===== src/design/cab_params.svh =====
/*
 * constants for the arithmetic, bit and branch execution block:
 * register offsets, field positions and reset values.
 * assumes inclusion by bare name from design and test files.
 */
`ifndef CAB_PARAMS_SVH
`define CAB_PARAMS_SVH

// ************************************
// register byte offsets (apb, 32-bit words)
// ************************************
`define CAB_ACC_OFS 12'h000
`define CAB_STAT_OFS 12'h004
`define CAB_PC_OFS 12'h008
`define CAB_CTRL_OFS 12'h00C

// ************************************
// status fields and reset values
// ************************************
`define CAB_ST_C 0
`define CAB_ST_DC 1
`define CAB_ST_Z 2
`define CAB_CTRL_RUN 0
`define CAB_ACC_RST 8'h00
`define CAB_STAT_RST 3'h0
`define CAB_PC_RST 15'h0000
`define CAB_CTRL_RST 1'h1

`endif


===== src/design/cab_pkg.sv =====
/*
 * types shared by the execution block and its alu.
 * assumes nothing beyond a systemverilog compiler.
 */
package cab_pkg;

  // operation selector presented with each issued instruction
  typedef enum logic [2:0] {
    CAB_OP_IDLE = 3'h0,
    CAB_OP_ADD = 3'h1,
    CAB_OP_ADDC = 3'h2,
    CAB_OP_ASR = 3'h3,
    CAB_OP_BCLR = 3'h4,
    CAB_OP_SKIPLOW = 3'h5,
    CAB_OP_JUMP = 3'h6
  } cab_op_t;

  // execute / forced idle second cycle
  typedef enum logic [1:0] {
    CAB_ST_EXEC = 2'h0,
    CAB_ST_IDLE = 2'h1
  } cab_state_t;

endpackage


===== src/design/cab_core.sv =====
/*
 * execution block for add, add with carry, arithmetic shift, bit clear,
 * skip on low bit and relative jump, with an apb register slave.
 * assumes the data file answers file_rdata_in combinationally for
 * file_addr_in, and the fetch path follows program_counter_out.
 */
// Chosen here: the APB interface to the registers and the address map.
`timescale 1ns/10ps
`include "cab_params.svh"

// What this block does
// - add sums accumulator and the file register at a 7-bit address, updating c, dc, z.
// - destination bit 0 puts the result in the accumulator except for bit clear, which always writes back; 1 writes it back to the file.
// - add with carry sums accumulator, file register and carry, updating c, dc, z.
// - arithmetic shift moves bits 7:1 to 6:0, bit 0 into carry, updates c and z.
// - arithmetic shift keeps the top bit equal to the original top bit.
// - bit clear zeroes the selected bit 0..7 and leaves other bits and flags alone.
// - skip on low bit runs on if the bit is one, else drops the next op for an idle cycle.
// - relative jump adds a signed 9-bit offset to the incremented program counter.
// - relative jump always takes two cycles and leaves every flag unchanged.
// - a program counter change or true test costs a second cycle run as idle.
module cab_core
  import cab_pkg::*;
(
  // clock and reset
  input wire logic sys_clk_in,
  input wire logic rstn_in,
  // apb slave
  input wire logic psel_in,
  input wire logic penable_in,
  input wire logic pwrite_in,
  input wire logic [11:0] paddr_in,
  input wire logic [31:0] pwdata_in,
  output logic [31:0] prdata_out,
  output logic pready_out,
  output logic pslverr_out,
  // instruction issue
  input wire logic op_valid_in,
  input wire cab_op_t op_code_in,
  input wire logic dest_in,
  input wire logic [2:0] bit_idx_in,
  input wire logic [8:0] offset_in,
  output logic op_ready_out,
  output logic idle_cycle_out,
  // data file
  input wire logic [6:0] file_addr_in,
  input wire logic [7:0] file_rdata_in,
  output logic file_we_out,
  output logic [6:0] file_waddr_out,
  output logic [7:0] file_wdata_out,
  // fetch
  output logic [14:0] program_counter_out
);

  // ************************************
  // state
  // ************************************
  cab_state_t state_q, state_d;
  logic [7:0] acc_q, acc_d;
  logic [2:0] stat_q, stat_d;
  logic [14:0] pc_q, pc_d;
  logic run_q, run_d;
  logic we_q, we_d;
  logic [6:0] waddr_q, waddr_d;
  logic [7:0] wdata_q, wdata_d;
  logic [31:0] rdata_q, rdata_d;
  logic take, apb_wr, apb_setup;
  logic [7:0] alu_res;
  logic alu_c, alu_dc, alu_z, upd_cz, upd_dc;

  // address decode shared by reads and writes
  function automatic logic reg_hit(input logic [11:0] a);
    reg_hit = (a == `CAB_ACC_OFS) || (a == `CAB_STAT_OFS) ||
              (a == `CAB_PC_OFS) || (a == `CAB_CTRL_OFS);
  endfunction

  // ************************************
  // alu
  // ************************************
  cab_alu u_alu (
    .op_in(op_code_in),
    .acc_in(acc_q),
    .file_in(file_rdata_in),
    .carry_in(stat_q[`CAB_ST_C]),
    .bit_idx_in(bit_idx_in),
    .res_out(alu_res),
    .c_out(alu_c),
    .dc_out(alu_dc),
    .z_out(alu_z),
    .upd_cz_out(upd_cz),
    .upd_dc_out(upd_dc)
  );

  // handshake terms
  assign op_ready_out = (state_q == CAB_ST_EXEC) && run_q;
  assign take = op_valid_in && op_ready_out;
  assign apb_setup = psel_in && !penable_in;
  assign apb_wr = psel_in && penable_in && pwrite_in && reg_hit(paddr_in);
  assign pready_out = 1'h1;
  assign pslverr_out = psel_in && penable_in && !reg_hit(paddr_in);
  assign prdata_out = rdata_q;
  assign idle_cycle_out = (state_q == CAB_ST_IDLE);
  assign file_we_out = we_q;
  assign file_waddr_out = waddr_q;
  assign file_wdata_out = wdata_q;
  assign program_counter_out = pc_q;

  // ************************************
  // next-state logic
  // ************************************
  always_comb begin
    state_d = state_q;
    acc_d = acc_q;
    stat_d = stat_q;
    pc_d = pc_q;
    run_d = run_q;
    we_d = 1'h0;
    waddr_d = waddr_q;
    wdata_d = wdata_q;
    rdata_d = rdata_q;
    // read data captured in the setup cycle
    if (apb_setup) begin
      case (paddr_in)
        `CAB_ACC_OFS: rdata_d = {24'h000000, acc_q};
        `CAB_STAT_OFS: rdata_d = {29'h00000000, stat_q};
        `CAB_PC_OFS: rdata_d = {17'h00000, pc_q};
        `CAB_CTRL_OFS: rdata_d = {31'h00000000, run_q};
        default: rdata_d = 32'h00000000;
      endcase
    end
    // software writes; the core below overrides on a clash
    if (apb_wr) begin
      case (paddr_in)
        `CAB_ACC_OFS: acc_d = pwdata_in[7:0];
        `CAB_STAT_OFS: stat_d = pwdata_in[2:0];
        `CAB_PC_OFS: pc_d = pwdata_in[14:0];
        `CAB_CTRL_OFS: run_d = pwdata_in[`CAB_CTRL_RUN];
        default: run_d = run_q;
      endcase
    end
    case (state_q)
      CAB_ST_EXEC: begin
        if (take) begin
          pc_d = pc_q + 15'h0001;
          case (op_code_in)
            CAB_OP_ADD, CAB_OP_ADDC, CAB_OP_ASR, CAB_OP_BCLR: begin
              // destination select bit clear always writes back
              if (dest_in || op_code_in == CAB_OP_BCLR) begin
                we_d = 1'h1;
                waddr_d = file_addr_in;
                wdata_d = alu_res;
              end else begin
                acc_d = alu_res;
              end
              if (upd_cz) begin
                stat_d[`CAB_ST_C] = alu_c;
                stat_d[`CAB_ST_Z] = alu_z;
              end
              if (upd_dc) begin
                stat_d[`CAB_ST_DC] = alu_dc;
              end
            end
            CAB_OP_SKIPLOW: begin
              if (!file_rdata_in[bit_idx_in]) begin
                pc_d = pc_q + 15'h0002; // next op dropped
                state_d = CAB_ST_IDLE;
              end
            end
            CAB_OP_JUMP: begin
              pc_d = pc_q + 15'h0001 + {{6{offset_in[8]}}, offset_in};
              state_d = CAB_ST_IDLE; // two cycles, flags kept
            end
            default: begin
              pc_d = pc_q + 15'h0001;
            end
          endcase
        end
      end
      CAB_ST_IDLE: begin
        state_d = CAB_ST_EXEC; // idle second cycle
      end
      default: begin
        state_d = CAB_ST_EXEC;
      end
    endcase
  end

  // ************************************
  // registers
  // ************************************
  always_ff @(posedge sys_clk_in or negedge rstn_in) begin
    if (!rstn_in) begin
      state_q <= CAB_ST_EXEC;
      acc_q <= `CAB_ACC_RST;
      stat_q <= `CAB_STAT_RST;
      pc_q <= `CAB_PC_RST;
      run_q <= `CAB_CTRL_RST;
      we_q <= 1'h0;
      waddr_q <= 7'h00;
      wdata_q <= 8'h00;
      rdata_q <= 32'h00000000;
    end else begin
      state_q <= state_d;
      acc_q <= acc_d;
      stat_q <= stat_d;
      pc_q <= pc_d;
      run_q <= run_d;
      we_q <= we_d;
      waddr_q <= waddr_d;
      wdata_q <= wdata_d;
      rdata_q <= rdata_d;
    end
  end
endmodule


===== src/design/cab_alu.sv =====
/*
 * combinational alu: result and flag values for one operation.
 * assumes the caller registers the outputs and applies the masks.
 */
`timescale 1ns/10ps

module cab_alu
  import cab_pkg::*;
(
  // operation and operands
  input wire cab_op_t op_in,
  input wire logic [7:0] acc_in,
  input wire logic [7:0] file_in,
  input wire logic carry_in,
  input wire logic [2:0] bit_idx_in,
  // results
  output logic [7:0] res_out,
  output logic c_out,
  output logic dc_out,
  output logic z_out,
  output logic upd_cz_out,
  output logic upd_dc_out
);

  // sum with carry-in, one bit wider than operands
  function automatic logic [8:0] add_ci(input logic [7:0] a, input logic [7:0] b,
                                        input logic ci);
    add_ci = {1'h0, a} + {1'h0, b} + {8'h00, ci};
  endfunction

  logic [8:0] sum9;
  logic [8:0] nib9;
  logic cin;

  // operation select and flag generation
  always_comb begin
    cin = (op_in == CAB_OP_ADDC) ? carry_in : 1'h0;
    sum9 = add_ci(acc_in, file_in, cin);
    nib9 = add_ci({4'h0, acc_in[3:0]}, {4'h0, file_in[3:0]}, cin);
    res_out = file_in;
    c_out = carry_in;
    dc_out = nib9[4]; // carry out of bit 3
    upd_cz_out = 1'h0;
    upd_dc_out = 1'h0;
    case (op_in)
      CAB_OP_ADD, CAB_OP_ADDC: begin
        res_out = sum9[7:0];
        c_out = sum9[8];
        upd_cz_out = 1'h1;
        upd_dc_out = 1'h1;
      end
      CAB_OP_ASR: begin
        res_out = {file_in[7], file_in[7:1]}; // sign kept
        c_out = file_in[0];
        upd_cz_out = 1'h1;
      end
      CAB_OP_BCLR: begin
        res_out = file_in & ~(8'h01 << bit_idx_in); // flags untouched
      end
      default: begin
        res_out = file_in;
      end
    endcase
    z_out = (res_out == 8'h00);
  end

endmodule


===== config.mk =====
export PLATFORM = sky130hd
export DESIGN_NAME = cab_core
export DESIGN_NICKNAME = d
export VERILOG_FILES = /design/src/design/cab_pkg.sv /design/src/design/cab_core.sv /design/src/design/cab_alu.sv
export VERILOG_INCLUDE_DIRS = /design/src /design/src/design
export SDC_FILE = /design/constraint.sdc
export NUM_CORES = 1
export LEC_CHECK = 0
export BUFFER_PORTS_ARGS = -buffer_cell sky130_fd_sc_hd__buf_2
export CORE_UTILIZATION = 45
export CTS_CLUSTER_SIZE = 12
export DETAILED_ROUTE_END_ITERATION = 16
export PLACE_DENSITY_LB_ADDON = 0.3
export RECOVER_POWER = 100
export SLEW_MARGIN = 40
export SYNTH_ARGS = -nofsm -noshare
export SYNTH_HDL_FRONTEND = slang
export SYNTH_SLANG_ARGS = --single-unit

===== constraint.sdc =====
create_clock -name sys_clk_in -period 2.7 [get_ports sys_clk_in]
set_input_delay 0.135 -clock sys_clk_in [delete_from_list [all_inputs] [get_ports sys_clk_in]]
set_output_delay 0.135 -clock sys_clk_in [all_outputs]
set_load 0.01 [all_outputs]

==> metrics.txt <==
count of cell types in the netlist 68; Final HPWL DP 12,100 um; Syn Inst Count 592; post-synth top area share 0.288; peak fanout along the critical path 3; vias 5,165; Hold Slack 0.0187 ns; initial antenna violation count 0; Top Ports 148; first-pass GRT wire length 24,500 um; ratio of cells with drive above 1 in the final layout 0.317; Final Critical Period 2.68 ns; Starting Density 0.463; DR WL met2 7860 um; R2R Path Start program_counter_out[1]$_DFF_PN0_; Total GRT Usage 0.274; Slew headroom -0.151; Routed met3 length 960 um; # diodes 0; FF+latch count, synth 59; Worst EP arrival 2.91 ns; later-pin clock latency in the skew report 0.34 ns; Critical Path RT 2.92 ns; Critical Path Start Type register; Congestion Overflow GR 0; Clock Skews 0.0139 ns; Yosys Warn Count 0; Synth top cells by count dfrtp_1, nand2_1, nor2_1; ys flop type dfrtp_1; Worst Setup SP program_counter_out[1]$_DFF_PN0_; Area Growth Syn to Fin 30.0%; root buffer cell clkbuf_8; DP Area 5990 um2; fmax 373 MHz; Vias/cell 5.73; clk sink count 59; # rows 38; Routed Antenna Nets 0; # setup viols final 0; worst hold path startpoint file_addr_in[0]; gpl congestion 0.944; CTS Buf Count 9; R2R Setup Slk 0.02 ns; CTS max path bufs 2; die span in y 108 um; ys async rst share 1.00; Die W 108 um; synthesized area per cell 8.51 um2; routed length per instance 17.8 um; Synth area leaders dfrtp_1, ha_1, mux2i_1, o21ai_0, nand2_1; # H-tree levels 3; count leader, synth dfrtp_1; P_leak 3.05 nW; crit path capture program_counter_out[9]$_DFF_PN0_; Clock Pin Slew Worst Setup and Hold Paths 0.08 ns; CP Capture Type register; Final WS setup 0.0176 ns; EDFF count, synth 0; Core Area 10,900 um2; final slew viol count 32; DR top layer met4; Die ar. 11,600 um2; failing checks max-capacitance violations, max-slew violations; largest area contributor in the netlist dfrtp_1; total wire length 16,100 um; type of the worst setup path register to register; RSZ-0062 raised after global routing yes; final core occ 0.601; sequential area share after synthesis 0.293; maximum VDD drop 0.245 mV; First-pass DRT Iterations 5; Final nets 863; wl on met1 6970 um; Final Cycle Share 0.993; pre-CTS setup slack -0.200 ns; Max-cap violations 1; IO Port Bufs 112; final hold violation count 0; Post-Syn Area 5040 um2; DRC viols 0; fin area 6550 um2; status complete, but fails checks; pwr dens 340 nW/um2; worst-margin pin slew 1.73 ns; worst min path class input pin to register; largest net degree at the start of global routing 32; worst reg2reg path endpoint program_counter_out[9]$_DFF_PN0_; Design Power 2.22 mW; DR iter-0 viols 379; vias in the first global route 4,851; TritonCTS clock tree yes; FF-to-FF path depth 11
[kinds of logic after synthesis]
group,synth area share
muxes,0.103
DFF,0.293
and+or+nand+nor,0.182
adders and majority gates,0.0691
xor gates and xnor gates,0.0522
buffers and inverters,0.0735
other,0.00149
AOI/OAI and AO/OA,0.225
[worst min-delay path by stage]
stage	end	depth (start not counted)
finish	file_waddr_out[0]$_DFFE_PN0P_	2
global route	file_waddr_out[0]$_DFFE_PN0P_	2
CTS	file_waddr_out[0]$_DFFE_PN0P_	2
detailed placement	file_waddr_out[4]$_DFFE_PN0P_	1
global placement	file_waddr_out[3]$_DFFE_PN0P_	1
floorplan	acc_q[0]$_DFF_PN0_	0
[layout make-up]
cell class	instances	area [um2]
clock inverter	7	100
timing repair buffer	191	1110
inverter	12	45.0
sequential	59	1480
tap	140	175
multi-input combinational	483	3520
clock buffer	9	124
fill	952	4340
[placed cells by master (no fill, tap or decap), types with 9 or more instances in the layout]
master	n
a211oi_1	12
a21oi_1	35
a22o_1	10
a31oi_1	12
buf_2	74
buf_4	71
clkbuf_1	40
clkbuf_8	9
conb_1	18
dfrtp_1	55
ha_1	16
inv_1	10
mux2_2	14
mux2i_1	28
nand2_1	52
nand3_1	14
nor2_1	46
nor2b_1	18
nor3_1	10
o21ai_0	35
xnor2_1	13
xor2_1	11
[report_power, final]
| group | switching (mW) | total [mW] | internal, mW |
|---|---|---|---|
| Sequential | 0.00612 | 0.894 | 0.888 |
| Combinational | 0.239 | 0.406 | 0.168 |
| Clock | 0.400 | 0.924 | 0.524 |
| Total | 0.645 | 2.22 | 1.58 |
[layer usage]
metal	track usage	vias to the layer above
li1	-	2449
met5	0	-
met2	0.459	214
met1	0.364	2477
met4	0.0930	0
met3	0.0309	25
[what timing repair did]
action,CTS,global route
buffers inserted,5,15
pin swaps,8,38
resized for setup,19,36
endpoints found under the setup margin,6,10
hold buffers,1,0
gates cloned,0,0
hold endpoints to repair,29,0
[through the flow]
stage | cells | TNS [ns]
3_5_place_dp | 864 | -0.714
6_report | 901 | 0
5_1_grt | 901 | -0.392
4_1_cts | 886 | 0
2_1_floorplan | 608 | 0
3_3_place_gp | 864 | -0.273
[registers in the layout, indices dropped and copies added (netlist names)]
name and flops:
program_counter_out 15, prdata_out 15, file_wdata_out 8, file_we_out 1
file_waddr_out 7, state_q 1, stat_q 3, acc_q 8
run_q 1
[critical path, cell delays in order (launching register included)]
cell and delay (ns):
dfrtp_2 0.42, ha_4 0.15, nand3_2 0.07, or2_4 0.30, xnor2_4 0.20, ha_4 0.23
or2_2 0.29, a21boi_2 0.19, a41oi_2 0.21, xor2_1 0.16, nor3_1 0.08, a211o_1 0.26
Note: power is estimated with default switching activity, not from simulation.
